$ cat config.mk
export PLATFORM = sky130hd
export DESIGN_NAME = mcs_top
export DESIGN_NICKNAME = d
export VERILOG_FILES = /design/src/verilog/mcs_pkg.sv /design/src/verilog/mcs_comm_timer.sv /design/src/verilog/mcs_top.sv
export VERILOG_INCLUDE_DIRS = /design/src /design/src/verilog
export SDC_FILE = /design/constraint.sdc
export NUM_CORES = 1
export LEC_CHECK = 0
export BUFFER_PORTS_ARGS = -buffer_cell sky130_fd_sc_hd__buf_2
export CORE_ASPECT_RATIO = 2
export CORE_MARGIN = 5
export CORE_UTILIZATION = 41
export CTS_BUF_LIST = sky130_fd_sc_hd__clkbuf_8 sky130_fd_sc_hd__clkbuf_16
export CTS_CLUSTER_DIAMETER = 200
export DETAILED_ROUTE_END_ITERATION = 10
export PLACE_DENSITY = 0.69
export SYNTH_ARGS = -nofsm -noshare
export SYNTH_HDL_FRONTEND = slang
export SYNTH_SLANG_ARGS = --single-unit
export TNS_END_PERCENT = 50
$ cat constraint.sdc
create_clock -name clk_i -period 9.9 [get_ports clk_i]
set_input_delay 1.98 -clock clk_i [delete_from_list [all_inputs] [get_ports clk_i]]
set_output_delay 1.98 -clock clk_i [all_outputs]
set_load 0.02 [all_outputs]
$ cat src/verilog/mcs_defs.svh
// Register indices, reset values, ranges and timing for the setup block.
// Assumes inclusion by bare name from the bench and the design files.
// What this block does
// - Actual phase current is measured minus offset.
// - Offsets signed, -1000 to 1000, default zero.
// - Third-phase offset is stored but never applied.
// - Pole pitch spans 360 electrical degrees, default 2400.
// - Scale resolution is nanometres per count, default 1000.
// - Method 0 none/hall, 1 first servo-on, 2 reserved.
// - Commutation current 0 to 1000, default 500.
// - Commutation lasts 500 to 5000 ms, default 1000.
// - Grating period is one sine cycle, default 40.
// - Behaviour 0: no move, position becomes home offset.
// - Behaviour 1: move by offset, then position zero.
`ifndef MCS_DEFS_SVH
`define MCS_DEFS_SVH
// Printed indices; byte address is four times the index
`define MCS_IDX_V_OFS 16'h2016
`define MCS_IDX_W_OFS 16'h2017
`define MCS_IDX_PITCH 16'h2018
`define MCS_IDX_SCALE 16'h2019
`define MCS_IDX_METHOD 16'h201A
`define MCS_IDX_CUR 16'h201B
`define MCS_IDX_TIME 16'h201C
`define MCS_IDX_GRATING 16'h201D
`define MCS_IDX_HOME 16'h201E
`define MCS_IDX_STATUS 16'h2030
// Reset values
`define MCS_RST_V_OFS 16'h0000
`define MCS_RST_W_OFS 16'h0000
`define MCS_RST_PITCH 16'h0960
`define MCS_RST_SCALE 16'h03E8
`define MCS_RST_METHOD 16'h0000
`define MCS_RST_CUR 16'h01F4
`define MCS_RST_TIME 16'h03E8
`define MCS_RST_GRATING 16'h0028
`define MCS_RST_HOME 16'h0000
// Accepted ranges
`define MCS_OFS_MIN (-16'sd1000)
`define MCS_OFS_MAX 16'sd1000
`define MCS_CUR_MAX 16'h03E8
`define MCS_TIME_MIN 16'h01F4
`define MCS_TIME_MAX 16'h1388
`define MCS_METHOD_MAX 16'h0002
`define MCS_HOME_MAX 16'h0001
`define MCS_METHOD_ON_SERVO 16'h0001
// Timing
`define MCS_MS_NS 1000000
`define MCS_CLK_NS 10
`define MCS_CYC_PER_MS (`MCS_MS_NS / `MCS_CLK_NS)
// AXI responses
`define MCS_RESP_OKAY 2'b00
`define MCS_RESP_SLVERR 2'b10
`define MCS_RESP_DECERR 2'b11
`endif

$ cat src/verilog/mcs_pkg.sv
// Types shared by the setup block and its commutation timer.
// Assumes mcs_defs.svh on the include path.
package mcs_pkg;
    // Settings that only change on a reload
    typedef struct packed {
        logic [15:0] pitch;
        logic [15:0] scale;
        logic [15:0] method;
        logic [15:0] grating;
    } mcs_static_t;
    typedef enum logic [1:0] {CM_IDLE, CM_RUN, CM_DONE} mcs_comm_state_t;
    typedef enum logic [1:0] {HM_IDLE, HM_MOVE} mcs_home_state_t;
endpackage

$ cat src/verilog/mcs_comm_timer.sv
// Initial-angle commutation sequencer with millisecond timebase.
// Assumes servo_on_i and settings come from logic on clk_i.
`timescale 1ns/1ns
`default_nettype none
`include "mcs_defs.svh"
module mcs_comm_timer #(
    parameter int unsigned CYC_PER_MS = `MCS_CYC_PER_MS
) (
    input wire logic clk_i,
    input wire logic rstn_i,
    input wire logic enable_i,
    input wire logic servo_on_i,
    input wire logic [15:0] time_ms_i,
    output logic active_o,
    output logic done_o,
    output mcs_pkg::mcs_comm_state_t state_o
);
    mcs_pkg::mcs_comm_state_t state_q, state_d;
    logic [31:0] pre_q;
    logic [15:0] ms_q;
    logic servo_q;
    wire servo_rise = servo_on_i & ~servo_q;
    wire ms_tick = (pre_q == CYC_PER_MS - 1);
    // Live time setting: a change during a run moves the end point
    wire expired = ms_tick & (ms_q + 16'h0001 >= time_ms_i);

    // A completed run ends commutation for good; servo-off mid-run returns to idle, so a later servo-on commutates again
    always_comb begin
        state_d = state_q;
        unique case (state_q)
            mcs_pkg::CM_IDLE: if (enable_i && servo_rise) begin
                state_d = mcs_pkg::CM_RUN;
            end
            mcs_pkg::CM_RUN: if (!servo_on_i) begin
                state_d = mcs_pkg::CM_IDLE;
            end else if (expired) begin
                state_d = mcs_pkg::CM_DONE;
            end
            mcs_pkg::CM_DONE: state_d = mcs_pkg::CM_DONE;
        endcase
    end

    // Prescaler and millisecond count run only inside a run
    always_ff @(posedge clk_i) begin
        if (!rstn_i) begin
            state_q <= mcs_pkg::CM_IDLE;
            pre_q <= 32'h0000_0000;
            ms_q <= 16'h0000;
            servo_q <= 1'b0;
        end else begin
            state_q <= state_d;
            servo_q <= servo_on_i;
            if (state_q != mcs_pkg::CM_RUN || state_d != mcs_pkg::CM_RUN
                || ms_tick) begin
                pre_q <= 32'h0000_0000;
            end else begin
                pre_q <= pre_q + 32'h0000_0001;
            end
            if (state_d != mcs_pkg::CM_RUN) begin
                ms_q <= 16'h0000;
            end else if (ms_tick) begin
                ms_q <= ms_q + 16'h0001;
            end
        end
    end

    assign active_o = (state_q == mcs_pkg::CM_RUN);
    assign done_o = (state_q == mcs_pkg::CM_DONE);
    assign state_o = state_q;

    // A run never outlasts the configured time
    property p_run_bounded;
        @(posedge clk_i) disable iff (!rstn_i)
        active_o |-> (ms_q < time_ms_i) || (time_ms_i == 16'h0000);
    endproperty
    a_run_bounded: assert property (p_run_bounded)
        else $error("commutation ran past its time");
endmodule
`default_nettype wire

$ cat src/verilog/mcs_top.sv
// Motor feedback and commutation setup block with AXI4-Lite registers.
// Assumes measured currents, servo and homing events on clk_i.
//
// Register access over AXI4-Lite is this design's own decision.
`timescale 1ns/1ns
`default_nettype none
`include "mcs_defs.svh"
module mcs_top #(
    parameter int unsigned CYC_PER_MS = `MCS_CYC_PER_MS
) (
    input wire logic clk_i,
    input wire logic rstn_i,
    // AXI4-Lite slave
    input wire logic [15:0] s_axi_awaddr,
    input wire logic s_axi_awvalid,
    output logic s_axi_awready,
    input wire logic [31:0] s_axi_wdata,
    input wire logic [3:0] s_axi_wstrb,
    input wire logic s_axi_wvalid,
    output logic s_axi_wready,
    output logic [1:0] s_axi_bresp,
    output logic s_axi_bvalid,
    input wire logic s_axi_bready,
    input wire logic [15:0] s_axi_araddr,
    input wire logic s_axi_arvalid,
    output logic s_axi_arready,
    output logic [31:0] s_axi_rdata,
    output logic [1:0] s_axi_rresp,
    output logic s_axi_rvalid,
    input wire logic s_axi_rready,
    // Current path
    input wire logic signed [15:0] meas_v_i,
    input wire logic signed [15:0] meas_w_i,
    output logic signed [15:0] act_v_o,
    output logic signed [15:0] act_w_o,
    // Static settings towards the control loops
    input wire logic cfg_reload_i,
    output mcs_pkg::mcs_static_t static_o,
    // Commutation
    input wire logic servo_on_i,
    output logic comm_active_o,
    output logic comm_done_o,
    output logic [15:0] comm_current_o,
    // Homing
    input wire logic home_done_i,
    input wire logic signed [31:0] home_offset_i,
    input wire logic move_done_i,
    output logic move_req_o,
    output logic signed [31:0] move_amount_o,
    output logic pos_load_o,
    output logic signed [31:0] pos_value_o
);
    localparam int NREG = 9;
    localparam logic [15:0] IDX_BASE = `MCS_IDX_V_OFS;

    ////////////////////////////////////////////////////////////////////////
    // Register storage
    logic [15:0] cfg_q [NREG];
    logic [15:0] rst_val [NREG];
    assign rst_val[0] = `MCS_RST_V_OFS;
    assign rst_val[1] = `MCS_RST_W_OFS;
    assign rst_val[2] = `MCS_RST_PITCH;
    assign rst_val[3] = `MCS_RST_SCALE;
    assign rst_val[4] = `MCS_RST_METHOD;
    assign rst_val[5] = `MCS_RST_CUR;
    assign rst_val[6] = `MCS_RST_TIME;
    assign rst_val[7] = `MCS_RST_GRATING;
    assign rst_val[8] = `MCS_RST_HOME;

    ////////////////////////////////////////////////////////////////////////
    // Write channel
    logic awready_q, wready_q, bvalid_q;
    logic [1:0] bresp_q;
    logic [15:0] awaddr_q;
    logic [31:0] wdata_q;
    logic [3:0] wstrb_q;
    wire wr_go = ~awready_q & ~wready_q & ~bvalid_q;
    wire [13:0] wr_idx = awaddr_q[15:2];
    wire [15:0] wr_slot = {2'b00, wr_idx} - IDX_BASE;
    wire wr_hit = (awaddr_q[1:0] == 2'b00) && ({2'b00, wr_idx} >= IDX_BASE)
        && (wr_slot < 16'(NREG));
    wire wr_status = (awaddr_q[1:0] == 2'b00)
        && ({2'b00, wr_idx} == `MCS_IDX_STATUS);
    wire [3:0] wr_sel = wr_slot[3:0];
    // Byte lanes merge over the stored value
    wire [15:0] wr_old = wr_hit ? cfg_q[wr_sel] : 16'h0000;
    wire [15:0] wr_val = {wstrb_q[1] ? wdata_q[15:8] : wr_old[15:8],
        wstrb_q[0] ? wdata_q[7:0] : wr_old[7:0]};
    wire signed [15:0] wr_sval = wr_val;

    // Out-of-range values are refused with SLVERR and not stored
    logic wr_ok;
    always_comb begin
        unique case (wr_sel)
            4'd0, 4'd1: wr_ok = (wr_sval >= `MCS_OFS_MIN)
                && (wr_sval <= `MCS_OFS_MAX);
            4'd2, 4'd3, 4'd7: wr_ok = (wr_val != 16'h0000);
            4'd4: wr_ok = (wr_val <= `MCS_METHOD_MAX);
            4'd5: wr_ok = (wr_val <= `MCS_CUR_MAX);
            4'd6: wr_ok = (wr_val >= `MCS_TIME_MIN)
                && (wr_val <= `MCS_TIME_MAX);
            4'd8: wr_ok = (wr_val <= `MCS_HOME_MAX);
            default: wr_ok = 1'b0;
        endcase
    end
    wire wr_commit = wr_go & wr_hit & wr_ok;

    // Address and data are taken in either order, then answered together
    always_ff @(posedge clk_i) begin
        if (!rstn_i) begin
            awready_q <= 1'b1;
            wready_q <= 1'b1;
            bvalid_q <= 1'b0;
            bresp_q <= `MCS_RESP_OKAY;
            awaddr_q <= 16'h0000;
            wdata_q <= 32'h0000_0000;
            wstrb_q <= 4'h0;
        end else begin
            if (s_axi_awvalid && awready_q) begin
                awready_q <= 1'b0;
                awaddr_q <= s_axi_awaddr;
            end
            if (s_axi_wvalid && wready_q) begin
                wready_q <= 1'b0;
                wdata_q <= s_axi_wdata;
                wstrb_q <= s_axi_wstrb;
            end
            if (wr_go) begin
                bvalid_q <= 1'b1;
                bresp_q <= wr_hit ? (wr_ok ? `MCS_RESP_OKAY
                    : `MCS_RESP_SLVERR)
                    : (wr_status ? `MCS_RESP_SLVERR : `MCS_RESP_DECERR);
            end else if (bvalid_q && s_axi_bready) begin
                bvalid_q <= 1'b0;
                awready_q <= 1'b1;
                wready_q <= 1'b1;
            end
        end
    end

    // One flop bank per register
    for (genvar i = 0; i < NREG; i++) begin : g_reg
        always_ff @(posedge clk_i) begin
            if (!rstn_i) begin
                cfg_q[i] <= rst_val[i];
            end else if (wr_commit && wr_sel == 4'(i)) begin
                cfg_q[i] <= wr_val;
            end
        end
    end

    ////////////////////////////////////////////////////////////////////////
    // Static settings: held until a reload, as after a power cycle
    mcs_pkg::mcs_static_t static_q;
    logic reload_pend_q;
    wire static_diff = (static_q.pitch != cfg_q[2])
        || (static_q.scale != cfg_q[3]) || (static_q.method != cfg_q[4])
        || (static_q.grating != cfg_q[7]);
    always_ff @(posedge clk_i) begin
        if (!rstn_i) begin
            static_q <= '{`MCS_RST_PITCH,
                `MCS_RST_SCALE,
                `MCS_RST_METHOD,
                `MCS_RST_GRATING};
            reload_pend_q <= 1'b0;
        end else begin
            if (cfg_reload_i) begin
                static_q <= '{cfg_q[2], cfg_q[3], cfg_q[4],
                    cfg_q[7]};
            end
            reload_pend_q <= ~cfg_reload_i & static_diff;
        end
    end
    // Pitch, resolution and grating go out unchanged in their own units
    assign static_o = static_q;

    ////////////////////////////////////////////////////////////////////////
    // V current correction with saturation to 16 bits
    wire signed [16:0] v_diff = 17'(meas_v_i) - 17'($signed(cfg_q[0]));
    wire v_hi = (v_diff[16:15] == 2'b01);
    wire v_lo = (v_diff[16:15] == 2'b10);
    always_ff @(posedge clk_i) begin
        if (!rstn_i) begin
            act_v_o <= 16'sh0000;
            act_w_o <= 16'sh0000;
        end else begin
            act_v_o <= v_hi ? 16'sh7FFF : (v_lo ? 16'sh8000
                : v_diff[15:0]);
            // W passes through as measured on meas_w_i; its offset never applies
            act_w_o <= meas_w_i;
        end
    end

    ////////////////////////////////////////////////////////////////////////
    // Commutation
    mcs_pkg::mcs_comm_state_t comm_state;
    logic comm_run;
    logic comm_end;
    mcs_comm_timer #(
        .CYC_PER_MS(CYC_PER_MS)
    ) u_comm (
        .clk_i(clk_i),
        .rstn_i(rstn_i),
        .enable_i(static_q.method == `MCS_METHOD_ON_SERVO),
        .servo_on_i(servo_on_i),
        .time_ms_i(cfg_q[6]),
        .active_o(comm_run),
        .done_o(comm_end),
        .state_o(comm_state)
    );
    // Current setting acts at once, even mid-run
    always_ff @(posedge clk_i) begin
        if (!rstn_i) begin
            comm_active_o <= 1'b0;
            comm_done_o <= 1'b0;
            comm_current_o <= 16'h0000;
        end else begin
            comm_active_o <= comm_run;
            comm_done_o <= comm_end;
            comm_current_o <= comm_run ? cfg_q[5] : 16'h0000;
        end
    end

    ////////////////////////////////////////////////////////////////////////
    // Homing completion
    mcs_pkg::mcs_home_state_t home_q;
    always_ff @(posedge clk_i) begin
        if (!rstn_i) begin
            home_q <= mcs_pkg::HM_IDLE;
            move_req_o <= 1'b0;
            move_amount_o <= 32'sh0000_0000;
            pos_load_o <= 1'b0;
            pos_value_o <= 32'sh0000_0000;
        end else begin
            move_req_o <= 1'b0;
            pos_load_o <= 1'b0;
            unique case (home_q)
                mcs_pkg::HM_IDLE: if (home_done_i) begin
                    if (cfg_q[8][0]) begin
                        move_req_o <= 1'b1;
                        move_amount_o <= home_offset_i;
                        home_q <= mcs_pkg::HM_MOVE;
                    end else begin
                        pos_load_o <= 1'b1;
                        pos_value_o <= home_offset_i;
                    end
                end
                mcs_pkg::HM_MOVE: if (move_done_i) begin
                    pos_load_o <= 1'b1;
                    pos_value_o <= 32'sh0000_0000;
                    home_q <= mcs_pkg::HM_IDLE;
                end
            endcase
        end
    end

    ////////////////////////////////////////////////////////////////////////
    // Read channel
    logic arready_q, rvalid_q;
    logic [1:0] rresp_q;
    logic [31:0] rdata_q;
    wire [13:0] rd_idx = s_axi_araddr[15:2];
    wire [15:0] rd_slot = {2'b00, rd_idx} - IDX_BASE;
    wire rd_aligned = (s_axi_araddr[1:0] == 2'b00);
    wire rd_hit = rd_aligned && ({2'b00, rd_idx} >= IDX_BASE)
        && (rd_slot < 16'(NREG));
    wire rd_status = rd_aligned && ({2'b00, rd_idx} == `MCS_IDX_STATUS);
    // Status: commutation state, homing move, reload pending
    wire [15:0] status_word = {12'h000, reload_pend_q,
        home_q == mcs_pkg::HM_MOVE, comm_state};
    wire [15:0] rd_word = rd_hit ? cfg_q[rd_slot[3:0]]
        : (rd_status ? status_word : 16'h0000);
    always_ff @(posedge clk_i) begin
        if (!rstn_i) begin
            arready_q <= 1'b1;
            rvalid_q <= 1'b0;
            rresp_q <= `MCS_RESP_OKAY;
            rdata_q <= 32'h0000_0000;
        end else if (s_axi_arvalid && arready_q) begin
            arready_q <= 1'b0;
            rvalid_q <= 1'b1;
            rdata_q <= {16'h0000, rd_word};
            rresp_q <= (rd_hit || rd_status) ? `MCS_RESP_OKAY
                : `MCS_RESP_DECERR;
        end else if (rvalid_q && s_axi_rready) begin
            rvalid_q <= 1'b0;
            arready_q <= 1'b1;
        end
    end

    assign s_axi_awready = awready_q;
    assign s_axi_wready = wready_q;
    assign s_axi_bvalid = bvalid_q;
    assign s_axi_bresp = bresp_q;
    assign s_axi_arready = arready_q;
    assign s_axi_rvalid = rvalid_q;
    assign s_axi_rresp = rresp_q;
    assign s_axi_rdata = rdata_q;

    ////////////////////////////////////////////////////////////////////////
    // Checks
    property p_v_corr;
        @(posedge clk_i) disable iff (!rstn_i)
        ##1 (!$past(v_hi) && !$past(v_lo)) |->
            act_v_o == $past(meas_v_i) - $signed($past(cfg_q[0]));
    endproperty
    a_v_corr: assert property (p_v_corr)
        else $error("V current not offset-corrected");

    property p_w_raw;
        @(posedge clk_i) disable iff (!rstn_i)
        ##1 act_w_o == $past(meas_w_i);
    endproperty
    a_w_raw: assert property (p_w_raw)
        else $error("W offset was applied");

    property p_ofs_range;
        @(posedge clk_i) disable iff (!rstn_i)
        $signed(cfg_q[0]) >= `MCS_OFS_MIN && $signed(cfg_q[0]) <= `MCS_OFS_MAX
        && $signed(cfg_q[1]) >= `MCS_OFS_MIN
        && $signed(cfg_q[1]) <= `MCS_OFS_MAX;
    endproperty
    a_ofs_range: assert property (p_ofs_range)
        else $error("offset outside accepted range");

    property p_time_range;
        @(posedge clk_i) disable iff (!rstn_i)
        cfg_q[6] >= `MCS_TIME_MIN && cfg_q[6] <= `MCS_TIME_MAX
        && cfg_q[5] <= `MCS_CUR_MAX;
    endproperty
    a_time_range: assert property (p_time_range)
        else $error("commutation setting outside range");

    property p_static_hold;
        @(posedge clk_i) disable iff (!rstn_i)
        !$past(cfg_reload_i) |-> $stable(static_q);
    endproperty
    a_static_hold: assert property (p_static_hold)
        else $error("static setting changed without reload");

    property p_comm_cur;
        @(posedge clk_i) disable iff (!rstn_i)
        comm_run |=> comm_active_o && comm_current_o == $past(cfg_q[5]);
    endproperty
    a_comm_cur: assert property (p_comm_cur)
        else $error("commutation current not applied");

    property p_home0;
        @(posedge clk_i) disable iff (!rstn_i)
        home_done_i && home_q == mcs_pkg::HM_IDLE && !cfg_q[8][0] |=>
            pos_load_o && !move_req_o && pos_value_o == $past(home_offset_i);
    endproperty
    a_home0: assert property (p_home0)
        else $error("behaviour 0 did not preset home offset");

    property p_home1;
        @(posedge clk_i) disable iff (!rstn_i)
        home_q == mcs_pkg::HM_MOVE && move_done_i |=>
            pos_load_o && pos_value_o == 32'sh0000_0000;
    endproperty
    a_home1: assert property (p_home1)
        else $error("behaviour 1 did not zero position");
endmodule
`default_nettype wire
Yosys cells after proc, flatten, opt, wreduce, memory -nomap -nowiden
Memory sizes are Yosys's and may differ from the RTL's. A register that Yosys moved wholly into a read port is not among the register bits.
Index checks and enable logic that the tools add are counted.

cells by class
  add/subtract/negate cells = 5
  $lt $le $gt $ge = 12
  equal/unequal tests = 27
  multiplexer cells = 78
  bitwise gates (word level) = 22
  reduce and logical (&&, ||, !) cells = 48

operators by type and width
  cell                                                                 count
  two-way mux 16 bit                                                   12
  two-way mux 32 bit                                                   3
  inequality test 16 bit                                               4
  one-hot mux 32 bit (2 select lines)                                  1
  two-way mux 1 bit                                                    45
  adder 32 x 1 -> 32 bit, second input constant                        1
  == test 32 x 17 -> 1 bit, second input constant                      1
  less-than comparator 16 x 4 -> 1 bit, second input constant          2
  subtractor 14 x 14 -> 15 bit, second input constant                  2
  == test 14 bit, second input constant                                2
  greater-or-equal comparator 14 bit, second input constant            2
  logical AND 1 bit                                                    23
  two-way mux 2 bit                                                    9
  subtractor 16 x 16 -> 17 bit                                         1
  adder 16 x 1 -> 16 bit, second input constant                        1
  == test 16 x 1 -> 1 bit, second input constant                       1
  == test 4 x 3 -> 1 bit, second input constant                        4
  greater-or-equal comparator 16 x 11 -> 1 bit, second input constant  1
  greater-or-equal comparator 16 bit                                   1
  greater-or-equal comparator 16 x 9 -> 1 bit, second input constant   1
  less-or-equal comparator 16 x 1 -> 1 bit, second input constant      1
  less-or-equal comparator 16 x 10 -> 1 bit, second input constant     1
  less-or-equal comparator 16 x 11 -> 1 bit, second input constant     1
  less-or-equal comparator 16 x 13 -> 1 bit, second input constant     1
  28 further kinds                                                     71

word-level totals
  flip-flop bits (word level) = 277
  RAM bits = 144
  input port bits = 143
  output and inout bits = 221
  memories = 1

memories
  name   depth  bits a word  rd ports  clocked after memory_dff  wr ports  line           text
  cfg_q  9      16           10        1                         9         mcs_top.sv:58  logic [15:0] cfg_q [NREG];

Longest topological paths before layout
Gate-level depths: netlist of the first run.

  depth after elaboration = 14
  depth in mapped cells = 17
  depth with buffers taken out = 16

Cells and area by module
From an unflattened synthesis of the first run, not the netlist that was laid out.

second synthesis, totals
  cells, all modules = 2077
  area total of the unflattened synthesis = 20835.0 sq um

modules (own cells, without submodules)
  module          times used  cells an instance  area an instance (sq um)  seq. area each (sq um)
  mcs_top         1           1718               17865.9                   9128.8
  mcs_comm_timer  1           359                2969.1                    1021.0

Least setup slack after synthesis of the first run
OpenSTA, ideal clock, no wires.

  path type = flip-flop to flip-flop
  from = register awaddr_q[4]
  to = memory cfg_q[3][0] (enable)
  arrival time = 4678 ps
  path slack = 4786 ps
  cell stages (with the launch flop) = 13
  path buffers = 1
  cells stage by stage = dfxtp_1 ha_1 nor3b_4 o211ai_1 a2111oi_4 nand4_1 or4_4 o31ai_4 nand4b_1 a2bb2oi_2 nor2_1 buf_6 o41ai_1

RTL lines
  item                    line            text
  start, declared         mcs_top.sv:74   logic [15:0] awaddr_q;
  start signal, assigned  mcs_top.sv:121  awaddr_q <= s_axi_awaddr;
  end, declared           mcs_top.sv:58

==> results.cfg, run 1 <==
[cts]
cts.repair.resized = 0
cts_setup_buffers = 0
worstSkewPairLatency_ns = 0.58
clk_path_buf_depth = 3
clk_transition_reported_paths_ns = 0.06
root_buffer_selected_by_cts = sky130_fd_sc_hd__clkbuf_16
clock_buffers_created_by_tritoncts = 42
post_cts_hold_buffer_count = 0
cts.sink_count = 435
clock_tree_from_tritoncts = built
cts_htree_levels = 2

[timing]
finalSetupViolations = 0
maxSlewHeadroom = 0.140
final.hold.worst_slack_ns = 0.449
rsz_0062_raised_after_global_routing = false
timing.clock.skew_ns = 0.0302
min_period_over_period = 0.567
worst-slew-pin-transition_ns = 1.28
max_freq_mhz = 178
slew_viol_final = 0
hold_viol_final = 0
period_minus_slack_ns = 5.61
fin_tns_setup_ns = 0

[yosys]
post_synth_instance_area_mm2 = 0.0210
synth-adder-area-share = 0.0236
synth_compound_area_frac = 0.103
ys_seq_elements = 435
count_of_flip_flops_with_a_built_in_enable_after_synthesis = 144
syn-instance-count = 2065
synth.lib_cells_used.distinct = 85
proportion_of_synthesized_area_in_mux_cells = 0.108
synth_area_per_cell_um2 = 10.2
synth_largest_area_cell = sky130_fd_sc_hd__dfxtp_1
synthFlopType = sky130_fd_sc_hd__dfxtp_1
ys_top_cells_by_area = sky130_fd_sc_hd__dfxtp_1, sky130_fd_sc_hd__edfxtp_1, sky130_fd_sc_hd__mux4_2, sky130_fd_sc_hd__nor2_1, sky130_fd_sc_hd__xor2_1
synth_top_family_by_area = simple AND/OR/NAND/NOR gates
sequential_area_share_after_synthesis = 0.484
synth_simple_gate_area_share = 0.181
synth_async_sr_flop_share = 0
synthXorXnorAreaFrac = 0.0584
ys.warnings.count = 0
yosys_top_cell_area_share = 0.278

[layout]
layout.cells.most_common = sky130_fd_sc_hd__buf_2
share_of_layout_cells_above_drive_strength_1 = 0.225
n_fill_cell = 4753
flow.area_growth_from_synthesis_pct = 17.2
leading_cell_types_in_the_layout_fill_and_taps_excluded = sky130_fd_sc_hd__buf_2, sky130_fd_sc_hd__dfxtp_1, sky130_fd_sc_hd__nor2_1, sky130_fd_sc_hd__nand2_1, sky130_fd_sc_hd__edfxtp_1
nets = 2567
finalNonFillerCells = 3069
diodes = 0
final_util = 0.484

[power_and_ir_drop]
static_leakage_nw = 10.1
max-vdd-ir-drop_v = 0.000148
power-per-cell-area_mw_per_mm2 = 166

[routing]
viasPerCell = 5.59
dr.pass1.iters = 5
drt.antenna.violating_nets = 0
postRouteWirelength_um = 72900
detailroute.via_count = 17200
drtIter0Drc = 1267
drt-wirelength-per-cell_um = 23.8
remaining_routing_drc_violations = 0

[die]
die_area_mm2 = 0.0560
start_util = 0.413
fp.dieH_um = 330
die_w_um = 170
placement_rows = 117
core_area_mm2 = 0.0508
pin_count = 364

[grt]
grtUsageTotal = 0.253
via_count_of_the_first_global_routing_pass = 17400
grt_pass1_wl_um = 106000
grt_start_max_net_pins = 106
grt_overflow_total = 0
grt_antenna_before_repair = 0

[outcome]
run_status = finished, final reports clean

[worst_setup_path]
endpoint_kind = flop
critPathBufInv = 1
cp_top_family = compound AO/OA/AOI/OAI gates
critical_path.max_fanout = 48
required_ns = 10.20
r2r_cells = 11
worst_setup_path_start_kind = flop
timing.critical_path.cells = buf_4, nor3b_4, o211ai_1, a2111oi_4, nand4_1, o2bb2a_1, o21ai_0, a31o_2, or3_1, nand3_1, a211o_1
critPathKind = flop to flop
cp.depth = 11
r2r_setup_slack_ns = 4.29
setup.worst_path.start = awaddr_q[3]
critical_path.reg2reg.endpoint = cfg_q[3][9]
cp-endpoint = cfg_q[3][9]
cpMaxStageDelayCell = sky130_fd_sc_hd__o2bb2a_1
cp.arrival_ns = 5.91
slowest_delay_ns = 0.77
critical_path.reg2reg.startpoint = awaddr_q[3]

[worst_hold_path]
hold_start = move_amount_o[5]
worst_hold_path_type = flop to flop

[flow_run]
max_cap_violations = 0

[placement]
placed_cells = 2995
globalplace.congestion = 0.986
numPortBuffers = 329
dp_hpwl_um = 55900
## worst register-to-register path: stages, from the launching register on
cell and delay (ns):
sky130_fd_sc_hd__dfxtp_2 0.32, sky130_fd_sc_hd__buf_4 0.65, sky130_fd_sc_hd__nor3b_4 0.38, sky130_fd_sc_hd__o211ai_1 0.16, sky130_fd_sc_hd__a2111oi_4 0.46, sky130_fd_sc_hd__nand4_1 0.62, sky130_fd_sc_hd__o2bb2a_1 0.78, sky130_fd_sc_hd__o21ai_0 0.27
sky130_fd_sc_hd__a31o_2 0.17, sky130_fd_sc_hd__or3_1 0.45, sky130_fd_sc_hd__nand3_1 0.63, sky130_fd_sc_hd__a211o_1 0.45
## through the flow
step	power (mW)	worst slack, ns	cell area (um2)
2_1_floorplan	2.34	4.79	21200
4_1_cts	4.12	4.33	24600
5_1_grt	4.23	3.97	24600
6_report	4.08	4.29	24600
3_3_place_gp	2.54	4.39	23300
3_5_place_dp	2.55	4.34	23300
## registers in the layout, summed over array words and instances, names as in the netlist, 2 cells and up
signal / count
act_v_o: 16
act_w_o: 16
awaddr_q: 16
cfg_q: 144
comm_current_o: 16
move_amount_o: 32
pos_value_o: 32
s_axi_bresp: 2
s_axi_rdata: 16
static_o: 64
u_comm.ms_q: 16
u_comm.pre_q: 32
u_comm.state_o: 2
wdata_q: 16
wstrb_q: 2
## layout make-up
| type | count | area [um2] | share of cell area |
|---|---|---|---|
| multi-input combinational | 1490 | 10200 | 0.415 |
| sequential | 435 | 10200 | 0.413 |
| timing repair buffer | 361 | 1890 | 0.0769 |
| clock buffer | 48 | 1180 | 0.0480 |
| tap | 654 | 818 | 0.0333 |
| inverter | 55 | 211 | 0.00860 |
| clock inverter | 26 | 138 | 0.00560 |
## worst min-delay path by stage
stage,endpoint,cells past startpoint
4_1_cts,move_amount_o[27],2
6_report,move_amount_o[5],2
5_1_grt,u_comm.pre_q[0],1
3_5_place_dp,move_amount_o[27],2
2_1_floorplan,u_comm.pre_q[0],1
3_3_place_gp,u_comm.pre_q[0],1
## power by group
group / internal, mW / switching, mW / total, mW / leakage (nW)
registers: 1.91 / 0.0708 / 1.99 / 3.76
logic: 0.192 / 0.342 / 0.534 / 5.62
clock network: 0.853 / 0.709 / 1.56 / 0.676
total: 2.96 / 1.12 / 4.08 / 10.1
## cell usage after synthesis (5+ instances only)
| library cell | n |
|---|---|
| sky130_fd_sc_hd__xor2_1 | 101 |
| sky130_fd_sc_hd__nand2_1 | 216 |
| sky130_fd_sc_hd__clkbuf_1 | 87 |
| sky130_fd_sc_hd__nor4b_1 | 9 |
| sky130_fd_sc_hd__buf_6 | 5 |
| sky130_fd_sc_hd__dfxtp_1 | 291 |
| sky130_fd_sc_hd__o211ai_1 | 6 |
| sky130_fd_sc_hd__a21oi_1 | 131 |
| sky130_fd_sc_hd__nor2_2 | 9 |
| sky130_fd_sc_hd__nor4_1 | 37 |
| sky130_fd_sc_hd__nand4_1 | 26 |
| sky130_fd_sc_hd__mux2i_1 | 82 |
| sky130_fd_sc_hd__and3_1 | 44 |
| sky130_fd_sc_hd__nand3b_1 | 5 |
| sky130_fd_sc_hd__a221oi_1 | 16 |
| sky130_fd_sc_hd__nor2_1 | 275 |
| sky130_fd_sc_hd__o31ai_1 | 10 |
| sky130_fd_sc_hd__nor2_4 | 8 |
| sky130_fd_sc_hd__ha_1 | 38 |
| sky130_fd_sc_hd__o21a_1 | 9 |
| sky130_fd_sc_hd__or3_1 | 8 |
| sky130_fd_sc_hd__and2_1 | 28 |
| sky130_fd_sc_hd__a211o_1 | 8 |
| sky130_fd_sc_hd__nand3_1 | 29 |
| sky130_fd_sc_hd__a211oi_1 | 19 |
| sky130_fd_sc_hd__nor3_1 | 41 |
| sky130_fd_sc_hd__buf_2 | 15 |
| sky130_fd_sc_hd__xnor2_1 | 37 |
| sky130_fd_sc_hd__inv_1 | 55 |
| sky130_fd_sc_hd__buf_4 | 21 |
| sky130_fd_sc_hd__nand2b_1 | 13 |
| sky130_fd_sc_hd__o41ai_1 | 5 |
| sky130_fd_sc_hd__edfxtp_1 | 144 |
| sky130_fd_sc_hd__nor2b_1 | 12 |
| sky130_fd_sc_hd__buf_1 | 8 |
| sky130_fd_sc_hd__o21ai_0 | 28 |
| sky130_fd_sc_hd__mux4_2 | 64 |
| sky130_fd_sc_hd__a21o_1 | 11 |
| sky130_fd_sc_hd__a22oi_1 | 33 |
## logic make-up after synthesis
kind of cell / Yosys count
XOR/XNOR: 139
buffers and inverters: 193
other: 1
flip-flops: 435
adder cells (fa/ha/maj): 39
AO/OA/AOI/OAI: 321
multiplexers: 146
AND/OR/NAND/NOR: 791
## layer usage
layer | wire length [um] | track usage | part of all wire | vias up
met5 | 0 | 0 | 0 | -
met3 | 4660 | 0.0402 | 0.064 | 226
met1 | 24200 | 0.257 | 0.33 | 8189
met4 | 6830 | 0.195 | 0.094 | 0
met2 | 37300 | 0.454 | 0.51 | 818
li1 | - | - | - | 7934
No activity file was read; power rests on OpenSTA's default activity.
==> run 2, diff against run 1 <==
==> constraint.sdc (replaced) <==
create_clock -name clk_i -period 5.61 [get_ports clk_i]
set_input_delay 1.122 -clock clk_i [delete_from_list [all_inputs] [get_ports clk_i]]
set_output_delay 1.122 -clock clk_i [all_outputs]
set_load 0.02 [all_outputs]
==> results.cfg, run 2 (synthesized netlist as in run 1, its figures left out) <==
[flow_run]
max_cap_violations = 0

[layout]
n_fill_cell = 4676
largest_register_ffs = 144
leading_cell_types_in_the_layout_fill_and_taps_excluded = sky130_fd_sc_hd__buf_2, sky130_fd_sc_hd__dfxtp_1, sky130_fd_sc_hd__nor2_1, sky130_fd_sc_hd__nand2_1, sky130_fd_sc_hd__edfxtp_1
flow.area_growth_from_synthesis_pct = 18.7
area_of_all_placed_cells_without_fillers_mm2 = 0.0249
multi_input_gate_area_mm2 = 0.0102
largest-register = cfg_q
final_util = 0.490
finalNonFillerCells = 3094
layout.cells.most_common = sky130_fd_sc_hd__buf_2
nets = 2589
ff_latch_area_mm2 = 0.0102
share_of_layout_cells_above_drive_strength_1 = 0.233

[timing]
worst-slew-pin-transition_ns = 1.17
hold_viol_final = 0
fin_tns_setup_ns = 0
maxSlewHeadroom = 0.212
min_period_over_period = 0.860
rsz_0062_raised_after_global_routing = false
period_minus_slack_ns = 4.83
slew_viol_final = 0
finalSetupViolations = 0
timing.clock.skew_ns = 0.0243
max_freq_mhz = 207

[routing]
drtIter0Drc = 1078
remaining_routing_drc_violations = 0
dr.pass1.iters = 8
drt-wirelength-per-cell_um = 23.4
drt.antenna.violating_nets = 0
postRouteWirelength_um = 72400
detailroute.via_count = 17300
viasPerCell = 5.59

[die]
fp.dieH_um = 330
core_area_mm2 = 0.0508
die_w_um = 170
die_area_mm2 = 0.0560
placement_rows = 117
start_util = 0.413
pin_count = 364

[power_and_ir_drop]
static_leakage_nw = 10.2
power-per-cell-area_mw_per_mm2 = 295
max-vdd-ir-drop_v = 0.000253
p_total_mw = 7.35

[grt]
grtUsageTotal = 0.252
grt_antenna_before_repair = 0
grt_pass1_wl_um = 107000
grt_overflow_total = 0
grt_start_max_net_pins = 122
via_count_of_the_first_global_routing_pass = 17600

[worst_setup_path]
required_ns = 5.87
endpoint_kind = flop
critical_path.max_fanout = 16
cp.arrival_ns = 5.09
worst_setup_path_start_kind = flop
critPathKind = flop to flop
r2r_setup_slack_ns = 0.78

[placement]
placed_cells = 3017
numPortBuffers = 329
dpl_cell_area_mm2 = 0.0235
dp_hpwl_um = 56600
globalplace.congestion = 1.01

[cts]
root_buffer_selected_by_cts = sky130_fd_sc_hd__clkbuf_16
cts.repair.resized = 0
cts_htree_levels = 2
cts.sink_count = 435
worstSkewPairLatency_ns = 0.58
clock_buffers_created_by_tritoncts = 42
cts_setup_buffers = 0
clk_transition_reported_paths_ns = 0.06
clk_path_buf_depth = 3
clock_tree_from_tritoncts = built
post_cts_hold_buffer_count = 0

[outcome]
run_status = finished, final reports clean

[worst_hold_path]
worst_hold_path_type = flop to flop
==> run 2: cell types whose count changed in the layout (fill, tap and decap cells not counted), sizes merged <==
cell / delta
buf: +22
clkinv: +4
clkinvlp: -4
bufinv: +3
inv: -2
clkbuf: +1
diode: +1
==> run 2: area by class of cell <==
class                           count  area share
Inverter                           55     0.00850
Clock inverter                     27     0.00880
Multi-Input combinational cell   1490       0.409
Timing Repair Buffer              383      0.0851
Clock buffer                       49      0.0475
Sequential cell                   435       0.408
Tap cell                          654      0.0329
Antenna cell                        1    0.000101
==> run 2: stage by stage <==
step                      setup WS, ns  hold WS (ns)
after floorplan                  0.496         0.418
after global placement           0.827         0.429
after detailed placement         0.805         0.444
after CTS                        0.807         0.453
after global routing             0.513         0.471
final                            0.784         0.454
==> run 2: path summary, 6_finish.rpt <==
check | from | depth (start not counted) | endpoint
worst max register to register | awaddr_q[4] | 12 | cfg_q[0][0]
worst min-delay path | move_amount_o[10] | 2 | move_amount_o[10]
worst min register to register | move_amount_o[10] | 2 | move_amount_o[10]
worst max-delay path | awaddr_q[4] | 12 | cfg_q[0][0]
==> run 2: worst max-delay path, stage by stage (launching register included) <==
cell and delay, ns:
sky130_fd_sc_hd__dfxtp_1 0.46, sky130_fd_sc_hd__ha_1 0.46, sky130_fd_sc_hd__nor3b_4 0.34, sky130_fd_sc_hd__o211ai_1 0.16, sky130_fd_sc_hd__a2111oi_4 0.48, sky130_fd_sc_hd__nand4_1 0.56, sky130_fd_sc_hd__o2bb2a_1 0.52, sky130_fd_sc_hd__o21ai_0 0.30
sky130_fd_sc_hd__a31o_2 0.21, sky130_fd_sc_hd__or3_1 0.44, sky130_fd_sc_hd__nand3_1 0.17, sky130_fd_sc_hd__o21ai_1 0.17, sky130_fd_sc_hd__buf_4 0.26
==> run 2: per-layer routing <==
metal	GRT usage	vias up	wire (um)
met5	0	-	0
met3	0.0435	236	4490
met4	0.215	0	7660
li1	-	7994	-
met2	0.447	755	36700
met1	0.250	8324	23600
==> run 2: power breakdown <==
group / internal, mW / switching, mW
Sequential: 3.38 / 0.127
Combinational: 0.349 / 0.603
Clock: 1.65 / 1.25
